### config.mk
export PLATFORM = sky130hd
export DESIGN_NAME = rmc_modem_flat
export DESIGN_NICKNAME = d
export VERILOG_FILES = /design/src/pkg/rmc_pkg.sv /design/src/pkg/rmc_link_if.sv /design/src/hdl/rmc_modem.sv /design/src/flat_wrapper.sv
export SDC_FILE = /design/constraint.sdc
export NUM_CORES = 1
export LEC_CHECK = 0
export ABC_AREA = 0
export BUFFER_PORTS_ARGS = -buffer_cell sky130_fd_sc_hd__buf_2
export CAP_MARGIN = 20
export CELL_PAD_IN_SITES_DETAIL_PLACEMENT = 0
export CELL_PAD_IN_SITES_GLOBAL_PLACEMENT = 1
export CORE_MARGIN = 2
export CORE_UTILIZATION = 48
export CTS_BUF_LIST = sky130_fd_sc_hd__clkbuf_4 sky130_fd_sc_hd__clkbuf_8
export DETAILED_ROUTE_END_ITERATION = 16
export PLACE_DENSITY = 0.91
export SLEW_MARGIN = 40
export SYNTH_ARGS = -nofsm -noshare
export SYNTH_HDL_FRONTEND = slang
export SYNTH_SLANG_ARGS = --single-unit
### constraint.sdc
create_clock -name CORE_CLK -period 2.6 [get_ports CORE_CLK]
set_clock_uncertainty 0.15 [all_clocks]
set_input_delay 0.26 -clock CORE_CLK [delete_from_list [all_inputs] [get_ports CORE_CLK]]
set_output_delay 0.26 -clock CORE_CLK [all_outputs]
set_load 0.03 [all_outputs]
### src/pkg/rmc_pkg.sv
package rmc_pkg;

    ////////////////////////////////////////////////////////////////////////
    // serial timebase
    localparam int          CLK_HZ      = 100_000_000;
    localparam int          BAUD_HZ     = 9600;
    localparam int          BIT_CYC     = (CLK_HZ + BAUD_HZ / 2) / BAUD_HZ;
    localparam int          CNT_W       = 14;
    typedef logic [CNT_W-1:0] rmc_cnt_t;
    localparam logic [3:0]  RX_STOP_IDX = 4'h9;
    localparam logic [3:0]  TX_LAST_IDX = 4'h9;

    ////////////////////////////////////////////////////////////////////////
    // characters and command strings
    localparam logic [7:0]  CH_CR       = 8'h0d;
    localparam logic [7:0]  CH_TILDE    = 8'h7e;
    localparam logic [7:0]  CH_HASH     = 8'h23;
    localparam logic [7:0]  CH_ZERO     = 8'h30;
    localparam logic [7:0]  CH_ADDR_MAX = 8'h37;
    localparam logic [7:0]  CH_CHAN_MAX = 8'h34;
    localparam logic [31:0] CMD_ADDR    = 32'h41444452;
    localparam logic [31:0] CMD_CHAN    = 32'h4348414e;
    localparam logic [79:0] CMD_SAVE    = 80'h53455450524f4752414d;
    localparam logic [47:0] CMD_PLAIN   = 48'h4e4f544f4e45;
    localparam logic [47:0] CMD_LOW     = 48'h4c46544f4e45;
    localparam logic [47:0] CMD_HIGH    = 48'h4846544f4e45;
    localparam logic [3:0]  LEN_HASH    = 4'h1;
    localparam logic [3:0]  LEN_SEL     = 4'h5;
    localparam logic [3:0]  LEN_TONE    = 4'h6;
    localparam logic [3:0]  LEN_SAVE    = 4'ha;
    localparam logic [3:0]  LEN_OVER    = 4'hb;

    ////////////////////////////////////////////////////////////////////////
    // node setting
    localparam logic [2:0]  DEF_ADDR    = 3'h0;
    localparam logic [2:0]  DEF_CHAN    = 3'h0;
    typedef enum logic [1:0] {TONE_OFF, TONE_PLAIN, TONE_LOW, TONE_HIGH} rmc_tone_e;

    ////////////////////////////////////////////////////////////////////////
    // host register map
    localparam logic [3:0]  REG_CTRL    = 4'h0;
    localparam logic [3:0]  REG_TXD     = 4'h4;
    localparam logic [3:0]  REG_RXD     = 4'h8;
    localparam logic [3:0]  REG_STAT    = 4'hc;
    localparam int          CTRL_SETUP  = 0;
    localparam int          CTRL_EN     = 1;
    localparam int          RXD_VALID   = 8;
    localparam int          STAT_PIN    = 0;
    localparam int          STAT_TXBUSY = 1;
    localparam int          STAT_RXV    = 2;

endpackage

### src/pkg/rmc_link_if.sv
interface rmc_link_if;
    // host to modem
    logic setup_n;
    logic enable_n;
    logic txd;
    // modem to host
    logic rxd;
    logic status;

    modport modem (input setup_n, enable_n, txd, output rxd, status);
    modport host  (output setup_n, enable_n, txd, input rxd, status);
endinterface

### src/hdl/rmc_modem.sv
module rmc_modem #(
    parameter int BIT_CYC = rmc_pkg::BIT_CYC
) (
    // clock and reset
    input  wire logic                CORE_CLK,
    input  wire logic                SYS_RST,
    // host link
    rmc_link_if.modem                link,
    // stored defaults
    input  wire logic [2:0]          NV_ADDR,
    input  wire logic [2:0]          NV_CHAN,
    input  wire logic                NV_DONE,
    output logic                     NV_WR,
    // node setting
    output logic [2:0]               NODE_ADDR,
    output logic [2:0]               NODE_CHAN,
    // radio side
    output logic                     RF_LINK_EN,
    output logic                     RF_TX_VALID,
    output logic [7:0]               RF_TX_DATA,
    output rmc_pkg::rmc_tone_e       RF_TONE,
    input  wire logic                RF_RX_VALID,
    input  wire logic [7:0]          RF_RX_DATA,
    input  wire logic [2:0]          RF_RX_ADDR,
    input  wire logic [2:0]          RF_RX_CHAN
);

    localparam rmc_pkg::rmc_cnt_t BIT_LAST = rmc_pkg::rmc_cnt_t'(BIT_CYC - 1);
    localparam rmc_pkg::rmc_cnt_t BIT_HALF = rmc_pkg::rmc_cnt_t'(BIT_CYC / 2);

    typedef struct packed {
        logic                loaded;
        logic [2:0]          addr;
        logic [2:0]          chan;
        rmc_pkg::rmc_tone_e  tone;
        logic                rx_busy;
        rmc_pkg::rmc_cnt_t   rx_cnt;
        logic [3:0]          rx_bit;
        logic [7:0]          rx_sh;
        logic                tx_busy;
        rmc_pkg::rmc_cnt_t   tx_cnt;
        logic [3:0]          tx_bit;
        logic [9:0]          tx_sh;
        logic                rxd;
        logic [79:0]         cbuf;
        logic [3:0]          clen;
        logic                echo_pend;
        logic [7:0]          echo_ch;
        logic                tilde_pend;
        logic                nv_busy;
        logic                nv_wr;
        logic                buf_valid;
        logic [7:0]          buf_ch;
        logic                status;
        logic                link_en;
        logic                rf_tx_valid;
        logic [7:0]          rf_tx_data;
    } rmc_modem_s;

    rmc_modem_s s_reg;
    rmc_modem_s s_next;
    logic       enabled;
    logic       setup;
    logic       normal;
    logic       rx_done;
    logic       tx_go;
    logic [7:0] tx_ch;
    logic [7:0] digit;

    ////////////////////////////////////////////////////////////////////////
    // next state
    always_comb begin
        s_next             = s_reg;
        s_next.rf_tx_valid = 1'b0;
        s_next.nv_wr       = 1'b0;
        rx_done            = 1'b0;
        tx_go              = 1'b0;
        tx_ch              = 8'h00;
        digit              = s_reg.cbuf[7:0] - rmc_pkg::CH_ZERO;
        enabled            = !link.enable_n && s_reg.loaded;
        setup              = enabled && !link.setup_n;
        normal             = enabled && link.setup_n;

        if (!s_reg.loaded) begin
            s_next.loaded = 1'b1;
            s_next.addr   = NV_ADDR;
            s_next.chan   = NV_CHAN;
        end

        if (!s_reg.rx_busy) begin
            if (enabled && !link.txd) begin
                s_next.rx_busy = 1'b1;
                s_next.rx_cnt  = BIT_HALF;
                s_next.rx_bit  = 4'h0;
            end
        end else if (s_reg.rx_cnt != '0) begin
            s_next.rx_cnt = s_reg.rx_cnt - 1'b1;
        end else begin
            s_next.rx_cnt = BIT_LAST;
            s_next.rx_bit = s_reg.rx_bit + 1'b1;
            if (s_reg.rx_bit == 4'h0) begin
                s_next.rx_busy = !link.txd;
            end else if (s_reg.rx_bit == rmc_pkg::RX_STOP_IDX) begin
                s_next.rx_busy = 1'b0;
                rx_done        = link.txd;
            end else begin
                s_next.rx_sh = {link.txd, s_reg.rx_sh[7:1]};
            end
        end

        // transmitter, one stop bit
        if (s_reg.tx_busy) begin
            if (s_reg.tx_cnt != '0) begin
                s_next.tx_cnt = s_reg.tx_cnt - 1'b1;
            end else if (s_reg.tx_bit == 4'h0) begin
                s_next.tx_busy = 1'b0;
                s_next.rxd     = 1'b1;
            end else begin
                s_next.tx_sh  = {1'b1, s_reg.tx_sh[9:1]};
                s_next.rxd    = s_reg.tx_sh[1];
                s_next.tx_bit = s_reg.tx_bit - 1'b1;
                s_next.tx_cnt = BIT_LAST;
            end
        end else if (s_reg.echo_pend) begin
            tx_go            = 1'b1;
            tx_ch            = s_reg.echo_ch;
            s_next.echo_pend = 1'b0;
        end else if (s_reg.tilde_pend) begin
            tx_go             = 1'b1;
            tx_ch             = rmc_pkg::CH_TILDE;
            s_next.tilde_pend = 1'b0;
        end else if (normal && s_reg.buf_valid) begin
            tx_go            = 1'b1;
            tx_ch            = s_reg.buf_ch;
            s_next.buf_valid = 1'b0;
        end
        if (tx_go) begin
            s_next.tx_busy = 1'b1;
            s_next.tx_sh   = {1'b1, tx_ch, 1'b0};
            s_next.rxd     = 1'b0;
            s_next.tx_bit  = rmc_pkg::TX_LAST_IDX;
            s_next.tx_cnt  = BIT_LAST;
        end

        if (s_reg.nv_busy && NV_DONE) begin
            s_next.nv_busy    = 1'b0;
            s_next.tilde_pend = 1'b1;
        end

        if (normal && RF_RX_VALID && RF_RX_ADDR == s_reg.addr && RF_RX_CHAN == s_reg.chan) begin
            s_next.buf_valid = 1'b1;
            s_next.buf_ch    = RF_RX_DATA;
        end

        if (rx_done && setup) begin
            s_next.echo_pend = 1'b1;
            s_next.echo_ch   = s_reg.rx_sh;
            if (s_reg.rx_sh == rmc_pkg::CH_CR) begin
                s_next.clen = 4'h0;
                s_next.cbuf = '0;
                if (s_reg.clen == rmc_pkg::LEN_SEL && s_reg.cbuf[39:8] == rmc_pkg::CMD_ADDR
                    && s_reg.cbuf[7:0] >= rmc_pkg::CH_ZERO && s_reg.cbuf[7:0] <= rmc_pkg::CH_ADDR_MAX) begin
                    s_next.addr = digit[2:0];
                end
                if (s_reg.clen == rmc_pkg::LEN_SEL && s_reg.cbuf[39:8] == rmc_pkg::CMD_CHAN
                    && s_reg.cbuf[7:0] >= rmc_pkg::CH_ZERO && s_reg.cbuf[7:0] <= rmc_pkg::CH_CHAN_MAX) begin
                    s_next.chan = digit[2:0];
                end
                if (s_reg.clen == rmc_pkg::LEN_SAVE && s_reg.cbuf == rmc_pkg::CMD_SAVE) begin
                    s_next.nv_wr   = 1'b1;
                    s_next.nv_busy = 1'b1;
                end
                if (s_reg.clen == rmc_pkg::LEN_TONE && s_reg.cbuf[47:0] == rmc_pkg::CMD_PLAIN) begin
                    s_next.tone = rmc_pkg::TONE_PLAIN;
                end
                if (s_reg.clen == rmc_pkg::LEN_TONE && s_reg.cbuf[47:0] == rmc_pkg::CMD_LOW) begin
                    s_next.tone = rmc_pkg::TONE_LOW;
                end
                if (s_reg.clen == rmc_pkg::LEN_TONE && s_reg.cbuf[47:0] == rmc_pkg::CMD_HIGH) begin
                    s_next.tone = rmc_pkg::TONE_HIGH;
                end
                if (s_reg.clen == rmc_pkg::LEN_HASH && s_reg.cbuf[7:0] == rmc_pkg::CH_HASH) begin
                    s_next.tone = rmc_pkg::TONE_OFF;
                end
            end else begin
                s_next.cbuf = {s_reg.cbuf[71:0], s_reg.rx_sh};
                if (s_reg.clen != rmc_pkg::LEN_OVER) begin
                    s_next.clen = s_reg.clen + 1'b1;
                end
            end
        end

        // host byte goes straight out, no throttle
        if (rx_done && normal) begin
            s_next.rf_tx_valid = 1'b1;
            s_next.rf_tx_data  = s_reg.rx_sh;
            s_next.buf_valid   = 1'b0;
        end

        if (!setup) begin
            s_next.tone = rmc_pkg::TONE_OFF;
            s_next.clen = 4'h0;
        end

        s_next.status  = s_next.buf_valid;
        s_next.link_en = normal;
    end

    ////////////////////////////////////////////////////////////////////////
    // state register
    always_ff @(posedge CORE_CLK) begin
        if (SYS_RST) begin
            s_reg      <= '0;
            s_reg.addr <= rmc_pkg::DEF_ADDR;
            s_reg.chan <= rmc_pkg::DEF_CHAN;
            s_reg.tone <= rmc_pkg::TONE_OFF;
            s_reg.rxd  <= 1'b1;
        end else begin
            s_reg <= s_next;
        end
    end

    ////////////////////////////////////////////////////////////////////////
    // outputs
    // registered outputs add one clock cycle of delay
    assign RF_TX_VALID = s_reg.rf_tx_valid;
    assign RF_TX_DATA  = s_reg.rf_tx_data;
    assign RF_LINK_EN  = s_reg.link_en;
    assign RF_TONE     = s_reg.tone;
    assign NODE_ADDR   = s_reg.addr;
    assign NODE_CHAN   = s_reg.chan;
    assign NV_WR       = s_reg.nv_wr;
    assign link.rxd    = s_reg.rxd;
    assign link.status = s_reg.status;

endmodule // rmc_modem

### src/flat_wrapper.sv
// flat-port wrapper written by rule: the top's interface ports become plain ports
module rmc_modem_flat 
#(
    parameter int BIT_CYC = rmc_pkg::BIT_CYC
)
  (CORE_CLK, SYS_RST, NV_ADDR, NV_CHAN, NV_DONE, NV_WR, NODE_ADDR, NODE_CHAN, RF_LINK_EN, RF_TX_VALID, RF_TX_DATA, RF_TONE, RF_RX_VALID, RF_RX_DATA, RF_RX_ADDR, RF_RX_CHAN, link_setup_n, link_enable_n, link_txd, link_rxd, link_status);
  rmc_link_if link_i ();
  input  wire logic CORE_CLK;
  input  wire logic SYS_RST;
  input  wire logic [2:0] NV_ADDR;
  input  wire logic [2:0] NV_CHAN;
  input  wire logic NV_DONE;
  output logic NV_WR;
  output logic [2:0] NODE_ADDR;
  output logic [2:0] NODE_CHAN;
  output logic RF_LINK_EN;
  output logic RF_TX_VALID;
  output logic [7:0] RF_TX_DATA;
  output rmc_pkg::rmc_tone_e RF_TONE;
  input  wire logic RF_RX_VALID;
  input  wire logic [7:0] RF_RX_DATA;
  input  wire logic [2:0] RF_RX_ADDR;
  input  wire logic [2:0] RF_RX_CHAN;
  input wire logic [$bits(link_i.setup_n)-1:0] link_setup_n;
  input wire logic [$bits(link_i.enable_n)-1:0] link_enable_n;
  input wire logic [$bits(link_i.txd)-1:0] link_txd;
  output wire logic [$bits(link_i.rxd)-1:0] link_rxd;
  output wire logic [$bits(link_i.status)-1:0] link_status;
  assign link_i.setup_n = link_setup_n;
  assign link_i.enable_n = link_enable_n;
  assign link_i.txd = link_txd;
  assign link_rxd = link_i.rxd;
  assign link_status = link_i.status;
  rmc_modem #(.BIT_CYC(BIT_CYC)) u_core (.CORE_CLK(CORE_CLK), .SYS_RST(SYS_RST), .link(link_i), .NV_ADDR(NV_ADDR), .NV_CHAN(NV_CHAN), .NV_DONE(NV_DONE), .NV_WR(NV_WR), .NODE_ADDR(NODE_ADDR), .NODE_CHAN(NODE_CHAN), .RF_LINK_EN(RF_LINK_EN), .RF_TX_VALID(RF_TX_VALID), .RF_TX_DATA(RF_TX_DATA), .RF_TONE(RF_TONE), .RF_RX_VALID(RF_RX_VALID), .RF_RX_DATA(RF_RX_DATA), .RF_RX_ADDR(RF_RX_ADDR), .RF_RX_CHAN(RF_RX_CHAN));
endmodule
==> flow_metrics.tcl, run 1 <==
set metrics [dict create \
    powerDensity_nw_per_um2 563 \
    setup_viol 0 \
    gr-total-overflow 0 \
    dp_hpwl_mm 13.4 \
    ctsResizeCount 0 \
    finalCoreUtilization_pct 54.8 \
    cts_tree "yes" \
    slowest_delay_ns 0.43 \
    final_nets 1051 \
    ant_nets 0 \
    setup_tns_ns 0 \
    cp_cell_sequence "ha_1, nand4b_1, or3_4, or2_2, buf_4, o21ai_0, a21oi_1" \
    slew_violations 0 \
    synth_cell_type_count 72 \
    hold_ws_ns 0.0333 \
    grt_use_met3_pct 4.41 \
    dr.pass1.iters 5 \
    gp_congestion 0.863 \
    ys_seq_area_share_pct 44.8 \
    num_rows 47 \
    max-vdd-ir-drop_mv 0.326 \
    crit_type "flip-flop to flip-flop" \
    synthesis.nets 1006 \
    total_power_w 0.00508 \
    area_growth_pct 12.3 \
    critPathRequiredTime_ns 2.81 \
    rsz0062_at_grt "no" \
    root_buffer "clkbuf_8" \
    grt-busiest-layer "met2" \
    synth_area_um2 8040 \
    cts_num_sinks 180 \
    ys.flop_type "dfxtp_1" \
    io_buffer_count 47 \
    cts_made_buffers 17 \
    hold_class "input port to flip-flop" \
    leakage_nw 3.13 \
    fp.coreArea_um2 16500 \
    drt_iter0_markers 494 \
    vias 7030 \
    async_reset_ff_share_pct 0 \
    largest_reg_flops 160 \
    grt_use_met2_pct 33.9 \
    grt_pass1_wl_mm 32.1 \
    status "finished, final reports clean" \
    cts_buffer_depth 2 \
    grt_usage_pct 22.2 \
    synth.avg_cell_area_um2 8.30 \
    slew_headroom_pct 65.2 \
    startpoint_type "flip-flop" \
    cp.arrival_ns 2.62 \
    worstMarginPinSlew_ns 0.514 \
    path_clk_slew_ns 0.10 \
    cp_max_fo 41 \
    synth_edf_count 0 \
    via_per_inst 5.64 \
    grt_max_degree 45 \
    grt_pass1_vias 6357 \
    stdcell_count 1246 \
    critPathSlowestCell "dfxtp_1" \
    antenna_found_initial 0 \
    drv_cap 0 \
    dp_cells 1199 \
    fmax_mhz 414 \
    endpoint_kind "flip-flop" \
    diodes 0 \
    netlist_instances 968 \
    hold_violations 0 \
    wire_per_inst_um 15.7 \
    fp.dieW_um 133 \
    die_h_um 133 \
    drive_gt1_share_pct 14.0 \
    clk_latency_ns 0.48 \
    drt_wl_total_mm 19.6 \
    ys_ff_latch 180 \
    io_pins 48 \
    ys_warn_count 0 \
    die_area_um2 17800 \
    period_share_pct 92.8 \
    min_period_ns 2.41 \
    use_met1_pct 31.4 \
    drc 0 \
    start_util_pct 48.8 \
    h-tree-depth 4 \
]
==> path summary, 6_finish.rpt <==
path	start	endpoint	slack, ns	cells past startpoint
max	u_core.s_reg[154]	u_core.s_reg[35]	0.19	7
min	NV_CHAN[1]	u_core.NODE_CHAN[1]	0.03	4
max reg2reg	u_core.s_reg[154]	u_core.s_reg[35]	0.19	7
min reg2reg	u_core.s_reg[108]	u_core.s_reg[108]	0.30	2
==> cells in the final DEF, fill, tap and decap left out, drive strengths merged, types with 7 or more instances in the layout <==
master,instances
buf,84
nand2,129
o21ai,22
nor4b,11
mux2i,22
nand4b,11
ha,11
xnor2,12
nand3,94
a221oi,7
or4,7
clkbuf,17
nand4,10
a21oi,128
nor3,25
nor4,10
a22o,10
dlygate4sd3,13
or3,9
nor2,101
inv,22
dfxtp,180
==> metrics by stage <==
stage / area, µm² / setup slack [ns]
finish: 9020 / 0.186
global route: 9020 / 0.00804
CTS: 9010 / 0.112
detailed placement: 8480 / 0.128
global placement: 8480 / 0.243
floorplan: 8040 / 0.428
==> cells by family (layout without fill, tap and decap cells) <==
group | Yosys count | in the layout | share of synthesized area (%)
adder cells (fa/ha/maj) | 11 | 11 | 1.71
AO/OA/AOI/OAI | 206 | 206 | 15.0
multiplexers | 25 | 25 | 3.16
buffers and inverters | 86 | 144 | 5.18
flip-flops | 180 | 180 | 44.8
XOR/XNOR | 14 | 14 | 1.53
AND/OR/NAND/NOR | 446 | 446 | 28.6
==> routing by layer <==
layer  vias to the layer above  wire length, µm
met5                         -                0
met1                      3317             9320
met2                       168             8980
met3                        23              954
met4                         0              343
li1                       3522                -
==> worst max-delay path, delay by kind of cell (launching register included) <==
kind                       cells  cell delay (ns)
adders and majority gates      1             0.20
and+or+nand+nor                3             0.94
buffers and inverters          1             0.28
DFF                            1             0.43
AOI/OAI and AO/OA              2             0.29
==> power breakdown <==
| group | internal [W] | leakage (nW) | switching, W |
|---|---|---|---|
| clock network | 0.000727 | 0.195 | 0.00117 |
| registers | 0.00278 | 1.45 | 0.0000350 |
| logic | 0.000142 | 1.49 | 0.000220 |
==> layout make-up <==
type	instances	area, µm²
Sequential cell	180	3600
Multi-Input combinational cell	702	4020
Timing Repair Buffer	97	671
Inverter	15	56.3
Clock inverter	15	164
Tap cell	220	275
Fill cell	1589	7440
Clock buffer	17	234
==> synthesized netlist by cell type (all sizes together), types with 2 or more instances <==
cell type / n / area share [%]
or3: 9 / 0.83
ha: 11 / 1.7
a32oi: 2 / 0.22
nor4bb: 5 / 0.62
mux2: 3 / 0.42
xor2: 2 / 0.22
o22ai: 2 / 0.16
dfxtp: 180 / 45
nand3b: 5 / 0.47
inv: 14 / 0.65
or2: 4 / 0.34
a311oi: 3 / 0.33
or4bb: 2 / 0.28
a211oi: 5 / 0.47
nor4: 10 / 1.3
a21oi: 128 / 8.0
xnor2: 12 / 1.3
nand3: 94 / 5.9
nor3b: 5 / 0.47
nor2: 101 / 4.8
o21ai: 22 / 1.4
a22o: 10 / 1.1
o31ai: 2 / 0.19
or4: 7 / 0.70
clkbuf: 36 / 1.7
buf: 35 / 2.8
mux2i: 22 / 2.7
nor2b: 4 / 0.31
a221oi: 7 / 0.76
a31oi: 6 / 0.47
a22oi: 5 / 0.47
nand2: 129 / 6.0
nand4b: 11 / 1.4
nand4: 10 / 0.86
nand2b: 5 / 0.39
and3: 2 / 0.16
or4b: 3 / 0.37
nor3: 25 / 1.8
nor4b: 11 / 1.3
o21a: 5 / 0.47
and2: 2 / 0.16
==> repair_timing <==
item                                   4_1_cts  5_1_grt
setup endpoints to repair                    0        3
endpoints found under the hold margin       14        0
hold buffers                                13        0
buffers inserted                             0        2
Note: power is estimated with default switching activity, not from simulation.
==> inputs of run 2 (changes only) <==
--- a/config.mk
+++ b/config.mk
@@ -5,16 +5,16 @@
 export SDC_FILE = /design/constraint.sdc
 export NUM_CORES = 1
 export LEC_CHECK = 0
-export ABC_AREA = 0
+export ABC_AREA = 1
 export BUFFER_PORTS_ARGS = -buffer_cell sky130_fd_sc_hd__buf_2
 export CAP_MARGIN = 20
 export CELL_PAD_IN_SITES_DETAIL_PLACEMENT = 0
 export CELL_PAD_IN_SITES_GLOBAL_PLACEMENT = 1
 export CORE_MARGIN = 2
-export CORE_UTILIZATION = 48
+export CORE_UTILIZATION = 40
 export CTS_BUF_LIST = sky130_fd_sc_hd__clkbuf_4 sky130_fd_sc_hd__clkbuf_8
 export DETAILED_ROUTE_END_ITERATION = 16
-export PLACE_DENSITY = 0.91
+export PLACE_DENSITY = 0.84
 export SLEW_MARGIN = 40
 export SYNTH_ARGS = -nofsm -noshare
 export SYNTH_HDL_FRONTEND = slang
==> constraint.sdc (replaced) <==
create_clock -name CORE_CLK -period 2.2 [get_ports CORE_CLK]
set_clock_uncertainty 0.15 [all_clocks]
set_input_delay 0.22 -clock CORE_CLK [delete_from_list [all_inputs] [get_ports CORE_CLK]]
set_output_delay 0.22 -clock CORE_CLK [all_outputs]
set_load 0.03 [all_outputs]
==> run 2 against run 1 <==
  * Global-route usage fell by 2.1 points
  * Setup slack worse by 0.015 ns
  * Routed wire length is 13% higher
  * Design area grew 7.3%
  * Count of clock-buffer cells in the layout rose by 4
  * Sequential cell count stayed put
  * Critical path depth is 6 higher
  * Final cell count rose by 21%
  * Sequential power rose by 18%
  * Die area grew 25%
==> flow_metrics.tcl, run 2 <==
set metrics [dict create \
    antenna_found_initial 0 \
    worstMarginPinSlew_ns 0.598 \
    synth.avg_cell_area_um2 7.25 \
    async_reset_ff_share_pct 0 \
    synth_edf_count 0 \
    status "finished, final reports clean" \
    gr-total-overflow 0 \
    largest_reg_flops 160 \
    endpoint_kind "flip-flop" \
    drv_cap 0 \
    n_fill_cell 2144 \
    startpoint_type "flip-flop" \
    via_per_inst 5.14 \
    ys_ff_latch 180 \
    cts_buffer_depth 2 \
    min_period_ns 2.03 \
    powerDensity_nw_per_um2 647 \
    max-vdd-ir-drop_mv 0.360 \
    synth.top_cells.by_area "dfxtp_1 (43%), nand2_1 (8.4%), nor2_1 (6.7%), a21oi_1 (6.3%), inv_1 (6.3%)" \
    slew_violations 0 \
    comb_power_share_pct 8.3 \
    worst_slack_ns 0.171 \
    gp_congestion 0.872 \
    wire_per_inst_um 14.6 \
    mostFrequentLayoutCell "nand2_1" \
    fmax_mhz 493 \
    pwr-share-clk_pct 38.7 \
    root_buffer "clkbuf_8" \
    setup_tns_ns 0 \
    total_power_w 0.00626 \
    cts_num_sinks 180 \
    vias 7777 \
    slew_headroom_pct 60.2 \
    start_util_pct 40.4 \
    synthesis.nets 1202 \
    die_h_um 149 \
    grt_pass1_wl_mm 36.1 \
    ys_warn_count 0 \
    h-tree-depth 4 \
    dr_wl_met2_mm 10.0 \
    io_pins 48 \
    grt_usage_pct 20.1 \
    crit_type "flip-flop to flip-flop" \
    cp.arrival_ns 2.23 \
    synth_cell_type_count 43 \
    clk_latency_ns 0.47 \
    critPathRequiredTime_ns 2.40 \
    cts_tree "yes" \
    fp.coreArea_um2 20900 \
    cp_max_fo 14 \
    drive_gt1_share_pct 12.0 \
    setup_viol 0 \
    grt_max_degree 121 \
    drt_wl_total_mm 22.1 \
    hold_class "input port to flip-flop" \
    netlist_instances 1164 \
    diodes 0 \
    synth_area_um2 8440 \
    p_seq_share_pct 53.1 \
    met3_length_um 696 \
    yosysTopAreaCell "dfxtp_1" \
    internal-power_w 0.00462 \
    hold_violations 0 \
    fp.dieW_um 149 \
    ys.flop_type "dfxtp_1" \
    swShare_pct 26.3 \
    leakage_nw 3.85 \
    maxUsedRoutingLayer "met4" \
    place_ws_ns 0.0891 \
    drt-met1-wl_mm 11.1 \
    ys_seq_area_share_pct 42.7 \
    dr.pass1.iters 6 \
    num_rows 53 \
    drc 0 \
    p_switching_w 0.00165 \
    ant_nets 0 \
    dp_hpwl_mm 15.0 \
    die_area_um2 22300 \
    mostFrequentLayoutCells "nand2_1 (189), dfxtp_1 (179), nor2_1 (149)" \
    final_nets 1262 \
    area_growth_pct 14.8 \
    synth.most_common_cell "nand2_1" \
    rsz0062_at_grt "yes" \
    path_clk_slew_ns 0.10 \
    cts_made_buffers 17 \
    period_share_pct 92.2 \
    drt_iter0_markers 538 \
    io_buffer_count 47 \
    synth_top_cells_by_count "nand2_1 (189), dfxtp_1 (180), nor2_1 (150), inv_1 (141), a21oi_1 (107)" \
    grt_pass1_vias 7066 \
    yosys.area.top_type_share_pct 42.7 \
]
-- run 2: cell types whose count changed after synthesis, sizes merged, moves of 21 or more --
| cell | before | now |
|---|---|---|
| nand3 | 94 | 59 |
| o21ai | 22 | 84 |
| a21oi | 128 | 107 |
| inv | 14 | 145 |
| nor2 | 101 | 159 |
| a211oi | 5 | 59 |
| nand2 | 129 | 193 |
-- run 2: power groups by stage --
stage / clock, W / combinational, W / sequential, W
after floorplan: 0 / 0.000357 / 0.00339
after global placement: 0 / 0.000484 / 0.00340
after detailed placement: 0 / 0.000487 / 0.00340
after CTS: 0.00247 / 0.000513 / 0.00332
after global routing: 0.00259 / 0.000582 / 0.00333
final: 0.00242 / 0.000518 / 0.00332
-- run 2: cells by family (layout without fill, tap and decap cells) --
group | count (synthesis) | after routing | synth area share (%)
and+or+nand+nor | 472 | 472 | 24.7
AOI/OAI and AO/OA | 276 | 276 | 18.7
buffers and inverters | 211 | 284 | 10.7
DFF | 180 | 180 | 42.7
adders and majority gates | 11 | 11 | 1.63
xor gates and xnor gates | 8 | 8 | 0.831
muxes | 6 | 6 | 0.712
-- run 2: stage by stage --
step / hold slack, ns / std cells / utilization, % / cell area (µm²)
detailed placement: 0.304 / 1459 / 43.1 / 8990
finish: 0.149 / 1512 / 46.3 / 9680
global placement: 0.295 / 1459 / 43.1 / 8990
CTS: 0.112 / 1509 / 45.9 / 9600
floorplan: 0.210 / 1164 / - / 8440
global route: 0.205 / 1512 / 46.3 / 9680
-- run 2: worst paths after layout --
kind	startpoint	to	slack (ns)	cells after the start
max	u_core.s_reg[159]	u_core.s_reg[92]	0.17	13
min	RF_RX_CHAN[1]	u_core.s_reg[19]	0.15	4
max reg2reg	u_core.s_reg[159]	u_core.s_reg[92]	0.17	13
min reg2reg	u_core.s_reg[18]	u_core.s_reg[18]	0.32	2
-- run 2: timing repair --
action / 4_1_cts / 5_1_grt
hold endpoints to repair: 18 / 0
endpoints found under the setup margin: 0 / 45
hold buffers: 18 / 0
setup buffers: 0 / 1
gates resized for setup: 0 / 8
-- run 2: critical path, stage by stage, from the launching register on --
cell and delay, ns:
dfxtp_1 0.33, inv_1 0.10, ha_1 0.17, nand3_1 0.11, nor2_2 0.13, nand2_2 0.08, nor3_2 0.14, nand2_2 0.13
inv_4 0.10, buf_4 0.13, clkbuf_16 0.16, nand2_1 0.05, o21ai_0 0.07, nor2_1 0.05
-- run 2: layout make-up --
| cell class | instances | area (µm²) | area share (%) |
|---|---|---|---|
| clock buffers | 21 | 283 | 2.92 |
| clock inverters | 11 | 138 | 1.42 |
| inverters | 146 | 551 | 5.69 |
| multi-input cells | 773 | 3950 | 40.8 |
| flip-flops and latches | 180 | 3600 | 37.2 |
| well taps | 275 | 344 | 3.55 |
| repair buffers | 106 | 811 | 8.37 |
-- run 2: layer usage --
metal  global-route usage, %  vias up
met4                    5.48        0
li1                        -     3991
met2                    31.6      138
met1                    28.6     3625
met3                    3.12       23
met5                       0        -
